`config.mk`:
```
export PLATFORM = sky130hd
export DESIGN_NAME = scss_top
export DESIGN_NICKNAME = d
export VERILOG_FILES = /design/src/hw/scss_divider.v /design/src/hw/scss_slow_osc.v /design/src/hw/scss_top.v
export VERILOG_INCLUDE_DIRS = /design/src /design/src/inc
export SDC_FILE = /design/constraint.sdc
export NUM_CORES = 1
export LEC_CHECK = 0
export ABC_AREA = 1
export BUFFER_PORTS_ARGS = -buffer_cell sky130_fd_sc_hd__buf_2
export CAP_MARGIN = 0
export CORE_ASPECT_RATIO = 1.4
export CORE_MARGIN = 2
export CORE_UTILIZATION = 55
export CTS_CLUSTER_DIAMETER = 40
export DETAILED_ROUTE_END_ITERATION = 8
export PLACE_DENSITY_LB_ADDON = 0.15
export SLEW_MARGIN = 20
export SYNTH_ARGS = -nofsm -noshare
export SYNTH_HDL_FRONTEND = slang
export SYNTH_HIERARCHICAL = 1
export SYNTH_SLANG_ARGS = --single-unit
```
`constraint.sdc`:
```
create_clock -name CLK_SYS_IN -period 1.7 [get_ports CLK_SYS_IN]
set_input_delay 0 -clock CLK_SYS_IN [delete_from_list [all_inputs] [get_ports CLK_SYS_IN]]
set_output_delay 0 -clock CLK_SYS_IN [all_outputs]
set_load 0.02 [all_outputs]
```
`src/inc/scss_defs.vh`:
```
// Constants for the system clock source select block.
// Assumes inclusion by the design files of this block only.
`ifndef SCSS_DEFS_VH
`define SCSS_DEFS_VH
// ==========================================================
// Register word indices (printed offsets are not word aligned, so byte = 4 * index)
`define SCSS_IDX_SYSCON      8'hAE
`define SCSS_IDX_XRANGE      8'hFA
`define SCSS_IDX_TRIM        8'hFB
`define SCSS_IDX_OSCCTL      8'h10
`define SCSS_IDX_IRQ_STAT    8'h11
`define SCSS_IDX_IRQ_MASK    8'h12
`define SCSS_IDX_KEY         8'h13
// ==========================================================
// Field positions
`define SCSS_DIV_LSB         0
`define SCSS_SEL_BIT         3
`define SCSS_PAD_BIT         5
`define SCSS_CLKOUT_BIT      2
`define SCSS_LVR_DIS_BIT     3
`define SCSS_THR_LSB         4
`define SCSS_LVD_DIS_BIT     6
`define SCSS_LVD_FLAG_BIT    7
// ==========================================================
// Reset values
`define SCSS_OSCCTL_RST      8'h00
`define SCSS_SYSCON_RST      8'h00
`define SCSS_XRANGE_RST      8'h00
`define SCSS_TRIM_RST        8'h40
// ==========================================================
// Key sequence guarding the system control register
`define SCSS_KEY_FIRST       8'hFF
`define SCSS_KEY_SECOND      8'h00
// ==========================================================
// Timing: 50 MHz system clock, 4 kHz slow tick
`define SCSS_CLK_HZ          50000000
`define SCSS_SLOW_HZ         4000
`define SCSS_SLOW_CYCLES     (`SCSS_CLK_HZ / `SCSS_SLOW_HZ)
`endif

```
`src/hw/scss_divider.v`:
```
// Divides a clock enable stream by 1, 2, 4 or 8.
// Assumes the source tick and code are synchronous to the system clock.
`timescale 1ns/10ps
module scss_divider (
	input  wire       clk_in,
	input  wire       arst_n_in,
	input  wire       tick_in,
	input  wire [1:0] code_in,
	output reg        tick_out
);
	reg [2:0] cnt_q;
	reg [2:0] mask;

	always @* begin
		case (code_in)
			2'b00: mask = 3'h0;
			2'b01: mask = 3'h1;
			2'b10: mask = 3'h3;
			default: mask = 3'h7;
		endcase
	end

	always @(posedge clk_in or negedge arst_n_in) begin
		if (!arst_n_in) begin
			cnt_q    <= 3'h0;
			tick_out <= 1'b0;
		end else begin
			tick_out <= 1'b0;
			if (tick_in) begin
				if ((cnt_q & mask) == mask) begin
					cnt_q    <= 3'h0;
					tick_out <= 1'b1;
				end else begin
					cnt_q <= cnt_q + 3'h1;
				end
			end
		end
	end
endmodule // scss_divider

```
`src/hw/scss_slow_osc.v`:
```
// Models the 4 kHz low-frequency oscillator as a free tick.
// Assumes CLK_SYS runs at the rate given in the defs header.
`timescale 1ns/10ps
`include "scss_defs.vh"
module scss_slow_osc #(
	parameter integer CYCLES = `SCSS_SLOW_CYCLES
) (
	input  wire clk_in,
	input  wire arst_n_in,
	output reg  tick_out
);
	reg [31:0] cnt_q;

	always @(posedge clk_in or negedge arst_n_in) begin
		if (!arst_n_in) begin
			cnt_q    <= 32'h0000_0000;
			tick_out <= 1'b0;
		end else if (cnt_q == CYCLES - 1) begin
			cnt_q    <= 32'h0000_0000;
			tick_out <= 1'b1;
		end else begin
			cnt_q    <= cnt_q + 32'h0000_0001;
			tick_out <= 1'b0;
		end
	end
endmodule // scss_slow_osc

```
`src/hw/scss_top.v`:
```
// System clock source select with Avalon-MM register slave.
// Assumes the oscillators are modelled as tick inputs synchronous to CLK_SYS_IN.
//
// Function
// - Two sources, internal or crystal, software chosen
// - Divider code gives divide by 1,2,4,8
// - Source bit 0 internal, 1 crystal
// - Band field configures crystal, valid with pads
// - Seven bit trim adjusts internal oscillator
// - Detect enable active low; status read only
// - Threshold field selects detect level
// - Reset enable active low
// - Clock output enable drives clock on pin
// - Separate 4 kHz oscillator for slow tick
//
// The Avalon-MM register port was chosen for this implementation.
`timescale 1ns/10ps
`include "scss_defs.vh"
module scss_top #(
	parameter integer SLOW_CYCLES = `SCSS_SLOW_CYCLES
) (
	input  wire        CLK_SYS_IN,
	input  wire        ARST_N_IN,
	input  wire [9:0]  AVS_ADDRESS_IN,
	input  wire        AVS_READ_IN,
	input  wire        AVS_WRITE_IN,
	input  wire [31:0] AVS_WRITEDATA_IN,
	input  wire [3:0]  AVS_BYTEENABLE_IN,
	output reg  [31:0] AVS_READDATA_OUT,
	output wire        AVS_WAITREQUEST_OUT,
	input  wire        INT_OSC_TICK_IN,
	input  wire        XTAL_TICK_IN,
	input  wire        UNDERVOLTAGE_DETECT_IN,
	output wire        SYSTEM_CLOCK_TICK_OUT,
	output reg         PORT3_PIN4_OUT,
	output wire        PORT3_PIN4_OE_N_OUT,
	output wire        CRYSTAL_PAD_ENABLE_OUT,
	output wire [1:0]  CRYSTAL_BAND_SELECT_OUT,
	output wire [6:0]  INTERNAL_TRIM_OUT,
	output wire        UNDERVOLTAGE_DETECT_DISABLE_OUT,
	output wire [1:0]  UNDERVOLTAGE_THRESHOLD_OUT,
	output wire        UNDERVOLTAGE_RESET_DISABLE_OUT,
	output wire        SLOW_TICK_OUT,
	output wire        IRQ_OUT
);
	// ==========================================================
	// Registers
	reg  [7:0]  oscctl_q;
	reg  [6:0]  syscon_q;
	reg  [1:0]  xrange_q;
	reg  [6:0]  trim_q;
	reg  [1:0]  irq_stat_q;
	reg  [1:0]  irq_mask_q;
	reg  [1:0]  key_state_q;
	reg         lvd_sync_q;
	reg         lvd_flag_q;
	reg         ack_q;
	reg         sys_tick_q;
	wire [7:0]  index;
	wire        req;
	wire        wr_lane0;
	wire        rd_stat;
	wire        slow_tick;
	wire        src_tick;
	wire        div_tick;
	wire        lvd_rise;
	wire        key_open;
	reg  [7:0]  rd_byte;

	localparam [1:0] KEY_IDLE = 2'h0;
	localparam [1:0] KEY_HALF = 2'h1;
	localparam [1:0] KEY_OPEN = 2'h2;

	assign index    = AVS_ADDRESS_IN[9:2];
	assign req      = (AVS_READ_IN | AVS_WRITE_IN) & ~ack_q;
	assign wr_lane0 = AVS_WRITE_IN & ack_q & AVS_BYTEENABLE_IN[0];
	assign rd_stat  = AVS_READ_IN & ack_q & (index == `SCSS_IDX_IRQ_STAT);
	assign key_open = (key_state_q == KEY_OPEN);

	// ==========================================================
	// Bus handshake: one wait state, answer on the second edge
	assign AVS_WAITREQUEST_OUT = (AVS_READ_IN | AVS_WRITE_IN) & ~ack_q;

	always @(posedge CLK_SYS_IN or negedge ARST_N_IN) begin
		if (!ARST_N_IN) begin
			ack_q <= 1'b0;
		end else begin
			ack_q <= req;
		end
	end

	always @* begin
		case (index)
			`SCSS_IDX_OSCCTL:   rd_byte = oscctl_q;
			`SCSS_IDX_SYSCON:   rd_byte = {lvd_flag_q, syscon_q};
			`SCSS_IDX_XRANGE:   rd_byte = {6'h00, xrange_q};
			`SCSS_IDX_TRIM:     rd_byte = {1'b0, trim_q};
			`SCSS_IDX_IRQ_STAT: rd_byte = {6'h00, irq_stat_q};
			`SCSS_IDX_IRQ_MASK: rd_byte = {6'h00, irq_mask_q};
			`SCSS_IDX_KEY:      rd_byte = {6'h00, key_state_q};
			default:            rd_byte = 8'h00;
		endcase
	end

	always @(posedge CLK_SYS_IN or negedge ARST_N_IN) begin
		if (!ARST_N_IN) begin
			AVS_READDATA_OUT <= 32'h0000_0000;
		end else if (AVS_READ_IN & ~ack_q) begin
			AVS_READDATA_OUT <= {24'h00_0000, rd_byte};
		end
	end

	// ==========================================================
	// Control registers
	always @(posedge CLK_SYS_IN or negedge ARST_N_IN) begin
		if (!ARST_N_IN) begin
			oscctl_q <= `SCSS_OSCCTL_RST;
			xrange_q <= 2'h0;
			trim_q   <= 7'h40;
			irq_mask_q <= 2'h0;
		end else if (wr_lane0) begin
			case (index)
				`SCSS_IDX_OSCCTL:   oscctl_q   <= AVS_WRITEDATA_IN[7:0];
				`SCSS_IDX_XRANGE:   xrange_q   <= AVS_WRITEDATA_IN[1:0];
				`SCSS_IDX_TRIM:     trim_q     <= AVS_WRITEDATA_IN[6:0];
				`SCSS_IDX_IRQ_MASK: irq_mask_q <= AVS_WRITEDATA_IN[1:0];
				default:            oscctl_q   <= oscctl_q;
			endcase
		end
	end

	// Key sequence: first byte, second byte, then one write is let through
	always @(posedge CLK_SYS_IN or negedge ARST_N_IN) begin
		if (!ARST_N_IN) begin
			key_state_q <= KEY_IDLE;
			syscon_q    <= 7'h00;
		end else if (wr_lane0) begin
			if (index == `SCSS_IDX_KEY) begin
				case (key_state_q)
					KEY_IDLE: key_state_q <= (AVS_WRITEDATA_IN[7:0] == `SCSS_KEY_FIRST)
						? KEY_HALF : KEY_IDLE;
					KEY_HALF: key_state_q <= (AVS_WRITEDATA_IN[7:0] == `SCSS_KEY_SECOND)
						? KEY_OPEN : KEY_IDLE;
					default:  key_state_q <= KEY_IDLE;
				endcase
			end else if (index == `SCSS_IDX_SYSCON) begin
				if (key_open) begin
					syscon_q <= AVS_WRITEDATA_IN[6:0];
				end
				key_state_q <= KEY_IDLE;
			end
		end
	end

	// ==========================================================
	// Undervoltage flag follows the comparator, gated by the active-low enable
	always @(posedge CLK_SYS_IN or negedge ARST_N_IN) begin
		if (!ARST_N_IN) begin
			lvd_sync_q <= 1'b0;
			lvd_flag_q <= 1'b0;
		end else begin
			lvd_sync_q <= UNDERVOLTAGE_DETECT_IN;
			lvd_flag_q <= lvd_sync_q & ~syscon_q[`SCSS_LVD_DIS_BIT];
		end
	end

	assign lvd_rise = lvd_sync_q & ~syscon_q[`SCSS_LVD_DIS_BIT] & ~lvd_flag_q;

	// ==========================================================
	// Interrupts: bit0 detect event, bit1 slow tick; read clears, set wins
	always @(posedge CLK_SYS_IN or negedge ARST_N_IN) begin
		if (!ARST_N_IN) begin
			irq_stat_q <= 2'h0;
		end else begin
			irq_stat_q <= (rd_stat ? 2'h0 : irq_stat_q) | {slow_tick, lvd_rise};
		end
	end

	assign IRQ_OUT = |(irq_stat_q & irq_mask_q);

	// ==========================================================
	// Clock path
	assign src_tick = oscctl_q[`SCSS_SEL_BIT] ? XTAL_TICK_IN : INT_OSC_TICK_IN;

	scss_divider u_div (
		.clk_in   (CLK_SYS_IN),
		.arst_n_in(ARST_N_IN),
		.tick_in  (src_tick),
		.code_in  (oscctl_q[1:0]),
		.tick_out (div_tick)
	);

	scss_slow_osc #(
		.CYCLES(SLOW_CYCLES)
	) u_slow (
		.clk_in   (CLK_SYS_IN),
		.arst_n_in(ARST_N_IN),
		.tick_out (slow_tick)
	);

	// Pin toggles on each divided tick so it carries a square system clock
	always @(posedge CLK_SYS_IN or negedge ARST_N_IN) begin
		if (!ARST_N_IN) begin
			sys_tick_q     <= 1'b0;
			PORT3_PIN4_OUT <= 1'b0;
		end else begin
			sys_tick_q <= div_tick;
			if (!syscon_q[`SCSS_CLKOUT_BIT]) begin
				PORT3_PIN4_OUT <= 1'b0;
			end else if (div_tick) begin
				PORT3_PIN4_OUT <= ~PORT3_PIN4_OUT;
			end
		end
	end

	assign SYSTEM_CLOCK_TICK_OUT           = sys_tick_q;
	assign PORT3_PIN4_OE_N_OUT             = ~syscon_q[`SCSS_CLKOUT_BIT];
	assign CRYSTAL_PAD_ENABLE_OUT          = oscctl_q[`SCSS_PAD_BIT];
	assign CRYSTAL_BAND_SELECT_OUT         = oscctl_q[`SCSS_PAD_BIT] ? xrange_q : 2'h0;
	assign INTERNAL_TRIM_OUT               = trim_q;
	assign UNDERVOLTAGE_DETECT_DISABLE_OUT = syscon_q[`SCSS_LVD_DIS_BIT];
	assign UNDERVOLTAGE_THRESHOLD_OUT      = syscon_q[5:4];
	assign UNDERVOLTAGE_RESET_DISABLE_OUT  = syscon_q[`SCSS_LVR_DIS_BIT];
	assign SLOW_TICK_OUT                   = slow_tick;
endmodule // scss_top

```
* Yosys cells after proc, flatten, opt, wreduce, memory -nomap -nowiden
Cells that the tools add are included.
Word-level totals: output and inout bits 52, bits in registers 80, logic and storage cells 80
Operators by class: equal/unequal tests 15, multiplexer cells 17, add/subtract/negate cells 2, bitwise gates (word level) 18, reductions and logical operators 11
Operators by type and width (count):
- $pmux 8 s7 | 1
- $add 32x1->32 const B | 1
- $eq 32x14->1 const B | 1
- $eq 8x5->1 const B | 4
- $eq 8x8->1 const B | 4
- $mux 32 | 1
- $mux 2 | 5
- $reduce_and 2->1 | 5
- $pmux 3 s3 | 1
- $and 1x1->1 | 8
- $logic_not 8->1 | 1
- $mux 1 | 7
- $not 1->1 | 6
- $eq 2x1->1 const B | 2
- $eq 2x2->1 const B | 2
- $logic_not 2->1 | 2
- $pmux 2 s2 | 1
- $reduce_and 4->1 | 1
- $add 3x1->3 const B | 1
- $and 3x3->3 | 1
- $eq 3x3->1 | 1
- $mux 3 | 1
- $and 2x2->2 | 1
- $ne 2x1->1 const B | 1
- 4 further kinds | 4

* Depth between registers and ports, before layout
Gate-level depths: netlist of run 1.
depth after elaboration 6, mapped depth 10

* Hierarchy
Netlist of run 1, hierarchy kept.
Modules (own cells, without submodules):
- scss_top | area an instance 2402.3 um^2, instances 1, cells an instance 304
- scss_slow_osc | area an instance 2073.2 um^2, instances 1, cells an instance 289
- scss_divider | area an instance 206.4 um^2, instances 1, cells an instance 25

* Worst setup path before layout of run 1
OpenSTA, ideal clock, no wires.
path type reg2reg, from reg u_slow.cnt_q[0], to reg u_slow.cnt_q[14], path slack 0.385 ns, setup time 0.118 ns, cell stages (with the launch flop) 8, data arrival time 1.196 ns, clock period less this slack 1.315 ns, cells stage by stage dfrtp_1 -> ha_1 -> nand2_2 -> nor2_8 -> nand2_4 -> nor2_4 -> xnor2_1 -> inv_1
On the way: longest elaborated chain between the ends 2, elaborated cells between the ends (all ways) 3, those cells by class 1 x add/sub; 1 x eq/ne; 1 x mux
RTL lines:
- start, declared | RTL line scss_slow_osc.v:12 | reg [31:0] cnt_q;
- start signal, assigned | RTL line scss_slow_osc.v:22 | cnt_q <= cnt_q + 32'h0000_0001;
- $add 32x1->32 or $eq 32x14->1 (tied branches) | RTL line scss_slow_osc.v:22, scss_slow_osc.v:18
- $mux 32 * | RTL line scss_slow_osc.v:18 | end else if (cnt_q == CYCLES - 1) begin
Mark *: on every way between the ends. The rest lies on a longest branch, timed or not. A chain may end at the register's enable or synchronous reset.

* Final worst setup path of run 1
from reg u_slow.cnt_q[0], to reg u_slow.cnt_q[22]
The elaborated chain is that of the path after synthesis.

==> impl_metrics.env, run 1 <==
export IMPL_drc=0
export IMPL_clkSlewWorstSetupHoldPaths_ns=0.06
export IMPL_p_per_area_nw_per_um2=793
export IMPL_tritoncts_num_buffers=9
export IMPL_r2r_start="u_slow/cnt_q[0]"
export IMPL_critPathArrivalTime_ns=1.73
export IMPL_tritoncts="done"
export IMPL_avgSynthCellArea_um2=7.58
export IMPL_antenna_found_initial=0
export IMPL_htree_levels=3
export IMPL_post_place_ws_ns=0.212
export IMPL_ys_flop_type="sky130_fd_sc_hd__dfrtp_1"
export IMPL_final_setup_worst_slack_ns=0.198
export IMPL_track_usage_pct=24.8
export IMPL_gpl_congestion=0.916
export IMPL_stage_delay_of_the_slowest_cell_on_the_critical_path_ns=0.38
export IMPL_ys_types=33
export IMPL_synthesis_to_finish_area_growth_pct=14.6
export IMPL_filler_cell_count_in_the_final_layout=738
export IMPL_detail_route_first_pass_iterations=5
export IMPL_floorplan_core_area_um2=8200
export IMPL_detail_route_wirelength_um=10800
export IMPL_ctsLongestPathBuffers=2
export IMPL_path_buf_inv=1
export IMPL_utilization_of_the_core_after_routing_pct=65.4
export IMPL_post_layout_total_power_mw=4.26
export IMPL_postSynthRegisterBits=80
export IMPL_viasPerCell=4.97
export IMPL_rsz0062_at_grt="false"
export IMPL_fmax_mhz=666
export IMPL_fin_crit_sh_pct=88.3
export IMPL_synth_enable_flop_cells=0
export IMPL_std_cell_rows=39
export IMPL_final_design_area_no_fill_um2=5360
export IMPL_criticalPathCategory="flip-flop to flip-flop"
export IMPL_clock_skew_final_ns=0.00483
export IMPL_insertion_delay_ns=0.34
export IMPL_fin_cells=793
export IMPL_crit_reg2reg_capture="u_slow/cnt_q[22]"
export IMPL_hold_worst_slack_ns=0.137
export IMPL_register_to_register_path_setup_slack_ns=0.20
export IMPL_hold_path_class="primary input to async pin"
export IMPL_dp_hpwl_um=8020
export IMPL_final_hold_viol_count=0
export IMPL_synth_yosys_warnings=6
export IMPL_dpl_cell_count=766
export IMPL_first_global_vias=3821
export IMPL_run_status="finished clean"
export IMPL_postRouteAntennaNets=0
export IMPL_drt_first_iter_violations=257
export IMPL_cp_end_kind="flip-flop"
export IMPL_num_nets_final=742
export IMPL_fin_setup_tns_ns=0
export IMPL_count_of_buffers_from_port_buffering=51
export IMPL_timing_final_max_slew_violations=0
export IMPL_globalRoute_totalOverflow=0
export IMPL_io_pins=105
export IMPL_vdd_drop_max_v=0.000612
export IMPL_wire_length_of_the_first_global_routing_pass_um=17500
export IMPL_die_height_um=113
export IMPL_wl_per_cell_um=13.6
export IMPL_leakagePower_nw=2.95
export IMPL_finalWorstPathRequiredPeriod_ns=1.50
export IMPL_post_cts_resize_count=0
export IMPL_placed_cell_area_um2=4940
export IMPL_synthesis_area_um2=4680
export IMPL_synth_async_sr_flop_share_pct=100
export IMPL_vias=3945
export IMPL_antenna_diodes=0
export IMPL_syn_inst=618
export IMPL_slowest_stage="sky130_fd_sc_hd__dfrtp_1"
export IMPL_cp_cell_sequence="ha_1, nand2_2, nor2_8, nand2_4, nor2_4, nand3_1, nand2_1, inv_1"
export IMPL_die_x_um=82.0
export IMPL_final_layout_size_suffix_gt1_share_pct=16.9
export IMPL_crit_required_ns=1.93
export IMPL_start_util_pct=57.1
export IMPL_worst_path_dominant_cell_family="simple AND/OR/NAND/NOR gates"
export IMPL_numClockSinks=80
export IMPL_root_buffer="sky130_fd_sc_hd__clkbuf_16"
export IMPL_timing_final_setup_violations=0
export IMPL_yosysSeqAreaShare_pct=42.8
export IMPL_grt_start_max_net_pins=50
export IMPL_die_area_um2=9280
export IMPL_worst_path_max_fanout=5
export IMPL_worstSetupStartpointType="flip-flop"
export IMPL_cap_violations=0
export IMPL_r2r_worst_path_cells=8
==> final cells by class <==
cell class	count	area, um2	share of cell area, %
Inverter	96	360	6.72
Clock buffer	11	233	4.34
Sequential cell	80	2000	37.3
Clock inverter	4	70.1	1.31
Multi-Input combinational cell	434	2160	40.2
Tap cell	102	128	2.38
Timing Repair Buffer	66	413	7.70
==> registers in the layout (all words and copies together) (netlist names), 2 cells and up <==
signal / count
oscctl_q: 8
u_div/cnt_q: 3
AVS_READDATA_OUT: 8
key_state_q: 2
irq_mask_q: 2
xrange_q: 2
u_slow/cnt_q: 32
syscon_q: 7
INTERNAL_TRIM_OUT: 7
irq_stat_q: 2
==> routing by layer <==
metal,vias to the layer above,GRT usage (%),share of wire (%)
met4,0,13.7,4.8
met5,-,0,0
met1,1793,27.3,38
met2,129,43.6,52
met3,34,4.63,4.8
li1,1989,-,-
==> placed cells by master, fill, tap and decap left out, drive strengths merged, types with 4 or more instances in the layout <==
master,count
dfrtp,79
nand3,48
dlygate4sd3,12
o21ai,25
xnor2,4
o211ai,5
buf,54
nor2,98
nand2,190
nand4,10
xor2,12
conb,24
a21oi,7
clkbuf,11
inv,96
==> worst max path at each step <==
stage	from	to	cells past startpoint
2_1_floorplan	u_slow/cnt_q[0]	u_slow/cnt_q[14]	7
3_3_place_gp	u_slow/cnt_q[0]	u_slow/cnt_q[22]	8
3_5_place_dp	u_slow/cnt_q[0]	u_slow/cnt_q[28]	8
4_1_cts	u_slow/cnt_q[1]	u_slow/cnt_q[28]	8
5_1_grt	u_slow/cnt_q[0]	u_slow/cnt_q[12]	6
6_report	u_slow/cnt_q[0]	u_slow/cnt_q[22]	8
==> kinds of logic after synthesis <==
kind of cell / synth area share [%]
xor+xnor: 2.99
fa+ha+maj: 0.534
flops: 42.8
simple gates: 34.8
other cells: 0.0801
buf+inv: 13.0
compound gates: 5.83
==> Yosys cell counts, types with 2 or more instances <==
master | instances | area [um2]
sky130_fd_sc_hd__buf_6 | 4 | 45.0
sky130_fd_sc_hd__o21ai_2 | 7 | 61.3
sky130_fd_sc_hd__nand2_4 | 4 | 45.0
sky130_fd_sc_hd__xor2_1 | 12 | 105
sky130_fd_sc_hd__nor2_2 | 5 | 31.3
sky130_fd_sc_hd__inv_2 | 3 | 11.3
sky130_fd_sc_hd__o21ai_1 | 13 | 65.1
sky130_fd_sc_hd__nor2_4 | 9 | 101
sky130_fd_sc_hd__a21oi_1 | 7 | 35.0
sky130_fd_sc_hd__o21ai_0 | 5 | 25.0
sky130_fd_sc_hd__xnor2_1 | 4 | 35.0
sky130_fd_sc_hd__o21a_1 | 2 | 15.0
sky130_fd_sc_hd__nor2_8 | 4 | 80.1
sky130_fd_sc_hd__nand3_2 | 4 | 40.0
sky130_fd_sc_hd__ha_1 | 2 | 25.0
sky130_fd_sc_hd__nor2_1 | 80 | 300
sky130_fd_sc_hd__buf_4 | 27 | 203
sky130_fd_sc_hd__dfrtp_1 | 79 | 1980
sky130_fd_sc_hd__nand2_1 | 176 | 661
sky130_fd_sc_hd__nand4_1 | 10 | 62.6
sky130_fd_sc_hd__nand3_1 | 44 | 220
sky130_fd_sc_hd__inv_1 | 93 | 349
sky130_fd_sc_hd__nand2_2 | 10 | 62.6
sky130_fd_sc_hd__o211ai_1 | 5 | 37.5
==> worst reg2reg max path, stage by stage, from the launching register on <==
cell and delay, ns:
sky130_fd_sc_hd__dfrtp_1 0.38, sky130_fd_sc_hd__ha_1 0.25, sky130_fd_sc_hd__nand2_2 0.11, sky130_fd_sc_hd__nor2_8 0.17
sky130_fd_sc_hd__nand2_4 0.08, sky130_fd_sc_hd__nor2_4 0.20, sky130_fd_sc_hd__nand3_1 0.09, sky130_fd_sc_hd__nand2_1 0.07
sky130_fd_sc_hd__inv_1 0.03
==> what timing repair did <==
item	4_1_cts	5_1_grt
hold buffers	12	0
setup buffers	0	0
endpoints found under the hold margin	50	0
endpoints found under the setup margin	0	0
==> report_power, final <==
part | total [mW] | switching [mW] | leakage (nW) | internal (mW)
Clock | 2.01 | 0.736 | 0.149 | 1.27
Sequential | 1.95 | 0.0214 | 1.03 | 1.93
Combinational | 0.293 | 0.208 | 1.77 | 0.0858
Total | 4.26 | 0.965 | 2.95 | 3.29
(Power assumes the default switching activity.)
==> inputs of run 2 (changes only) <==
--- a/config.mk
+++ b/config.mk
@@ -11,7 +11,7 @@
 export CAP_MARGIN = 0
 export CORE_ASPECT_RATIO = 1.4
 export CORE_MARGIN = 2
-export CORE_UTILIZATION = 55
+export CORE_UTILIZATION = 59
 export CTS_CLUSTER_DIAMETER = 40
 export DETAILED_ROUTE_END_ITERATION = 8
 export PLACE_DENSITY_LB_ADDON = 0.15
==> constraint.sdc (replaced) <==
create_clock -name CLK_SYS_IN -period 1.8 [get_ports CLK_SYS_IN]
set_input_delay 0 -clock CLK_SYS_IN [delete_from_list [all_inputs] [get_ports CLK_SYS_IN]]
set_output_delay 0 -clock CLK_SYS_IN [all_outputs]
set_load 0.02 [all_outputs]
==> impl_metrics.env, run 2 (synthesis gave the netlist of run 1 again) <==
export IMPL_run_status="finished clean"
export IMPL_rsz0062_at_grt="false"
export IMPL_p_per_area_nw_per_um2=678
export IMPL_worst_slew_margin_rel_pct=61.4
export IMPL_timing_final_setup_violations=0
export IMPL_num_nets_final=744
export IMPL_fin_setup_tns_ns=0
export IMPL_std_cell_rows=38
export IMPL_layout_common_cells="sky130_fd_sc_hd__nand2_1, sky130_fd_sc_hd__inv_1, sky130_fd_sc_hd__nor2_1"
export IMPL_utilization_of_the_core_after_routing_pct=68.2
export IMPL_groute_layer_met3_usage_pct=5.67
export IMPL_vias=3950
export IMPL_final_layout_size_suffix_gt1_share_pct=17.3
export IMPL_final_design_area_no_fill_um2=5280
export IMPL_tightestPinTransition_ns=0.579
export IMPL_worst_path_max_fanout=5
export IMPL_clkSlewWorstSetupHoldPaths_ns=0.08
export IMPL_numClockSinks=80
export IMPL_count_of_buffers_from_port_buffering=51
export IMPL_floorplan_core_area_um2=7750
export IMPL_crit_required_ns=2.07
export IMPL_synthesis_to_finish_area_growth_pct=12.9
export IMPL_detail_route_first_pass_iterations=5
export IMPL_postRouteAntennaNets=0
export IMPL_post_layout_total_power_mw=3.58
export IMPL_dp_hpwl_um=7830
export IMPL_die_area_um2=8670
export IMPL_layout_cells_most_common="sky130_fd_sc_hd__nand2_1"
export IMPL_htree_levels=3
export IMPL_worstSetupStartpointType="flip-flop"
export IMPL_io_pins=105
export IMPL_gpl_congestion=0.867
export IMPL_met2_usage_pct=46.2
export IMPL_largest_register="u_slow/cnt_q"
export IMPL_track_usage_pct=25.5
export IMPL_drt_first_iter_violations=194
export IMPL_antenna_found_initial=0
export IMPL_tritoncts_num_buffers=9
export IMPL_fin_crit_sh_pct=83.8
export IMPL_die_height_um=109
export IMPL_antenna_diodes=0
export IMPL_wire_length_of_the_first_global_routing_pass_um=17000
export IMPL_largestRegisters="u_slow/cnt_q: 32 flops, AVS_READDATA_OUT: 8 flops, oscctl_q: 8 flops"
export IMPL_final_hold_viol_count=0
export IMPL_insertion_delay_ns=0.35
export IMPL_cp_end_kind="flip-flop"
export IMPL_grt_start_max_net_pins=47
export IMPL_die_x_um=79.3
export IMPL_fmax_mhz=663
export IMPL_largest_register_ff_count=32
export IMPL_cap_violations=0
export IMPL_root_buffer="sky130_fd_sc_hd__clkbuf_8"
export IMPL_timing_final_max_slew_violations=0
export IMPL_tritoncts="done"
export IMPL_vdd_drop_max_v=0.000560
export IMPL_critPathArrivalTime_ns=1.78
export IMPL_drc=0
export IMPL_finalWorstPathRequiredPeriod_ns=1.51
export IMPL_gr_usage_met1_pct=26.9
export IMPL_clock_skew_final_ns=0.0107
export IMPL_viasPerCell=4.97
export IMPL_wl_per_cell_um=12.9
export IMPL_globalRoute_totalOverflow=0
export IMPL_global_routing_s_busiest_layer="met2"
export IMPL_placed_cell_area_um2=4940
export IMPL_first_global_vias=3845
export IMPL_criticalPathCategory="flip-flop to flip-flop"
export IMPL_start_util_pct=60.4
export IMPL_ctsLongestPathBuffers=2
export IMPL_leakagePower_nw=2.92
export IMPL_hold_path_class="primary input to flip-flop"
export IMPL_detail_route_wirelength_um=10200
run 2: cell count changes in the layout (fill, tap and decap cells not counted):
| cell | previous run | this run |
|---|---|---|
| sky130_fd_sc_hd__clkinv_4 | 0 | 2 |
| sky130_fd_sc_hd__buf_12 | 1 | 0 |
| sky130_fd_sc_hd__buf_4 | 3 | 6 |
| sky130_fd_sc_hd__clkbuf_16 | 9 | 0 |
| sky130_fd_sc_hd__clkinv_2 | 2 | 0 |
| sky130_fd_sc_hd__clkbuf_8 | 0 | 10 |
run 2: where the power goes:
part           leakage [nW]  internal, mW  switching (mW)
logic                  1.77        0.0806           0.193
clock network         0.111         0.825           0.643
registers              1.03          1.82          0.0196
total                  2.92          2.73           0.856
run 2: final timing paths:
path,from,endpoint,slack (ns),cells past startpoint
setup / recovery,u_slow/cnt_q[0],u_slow/cnt_q[18],0.29,6
hold / removal,AVS_READ_IN,irq_stat_q[0],0.02,4
setup reg to reg,u_slow/cnt_q[0],u_slow/cnt_q[18],0.29,6
hold reg to reg,u_div/tick_out,SYSTEM_CLOCK_TICK_OUT,0.45,0
max in group asynchronous,ARST_N_IN,u_div/cnt_q[2],0.97,3
min in group asynchronous,ARST_N_IN,xrange_q[1],0.18,2
run 2: per-stage QoR:
stage                     setup slack (ns)  hold slack [ns]  cells
final                                0.291           0.0223    794
after global routing                 0.113           0.0366    794
after CTS                            0.284          0.00390    794
after detailed placement             0.317           0.0361    766
after global placement               0.385           0.0348    766
after floorplan                      0.485           -0.296    641
run 2: timing repair:
action	CTS	global route
gates resized for setup	0	0
setup buffers	0	0
hold buffers	12	0
endpoints found under the hold margin	62	0
run 2: worst max-delay path, stage by stage, from the launching register on:
cell and delay [ns]:
sky130_fd_sc_hd__dfrtp_1 0.39, sky130_fd_sc_hd__ha_1 0.25, sky130_fd_sc_hd__nand2_2 0.12, sky130_fd_sc_hd__nor2_8 0.17
sky130_fd_sc_hd__nand3_2 0.13, sky130_fd_sc_hd__nor2_1 0.19, sky130_fd_sc_hd__xor2_1 0.17
run 2: metal layers:
metal / wire [um] / part of all wire, % / up-vias
li1: - / - / 1996
met1: 3890 / 38 / 1830
met2: 5550 / 54 / 99
met3: 369 / 3.6 / 25
met4: 400 / 3.9 / 0
met5: 0 / 0 / -
run 2: area by class of cell:
cell class | instances | area (um2)
Fill cell | 633 | 2470
Multi-Input combinational cell | 434 | 2160
Sequential cell | 80 | 2000
Timing Repair Buffer | 68 | 415
Inverter | 96 | 360
Clock buffer | 12 | 145
Tap cell | 100 | 125
Clock inverter | 4 | 77.6
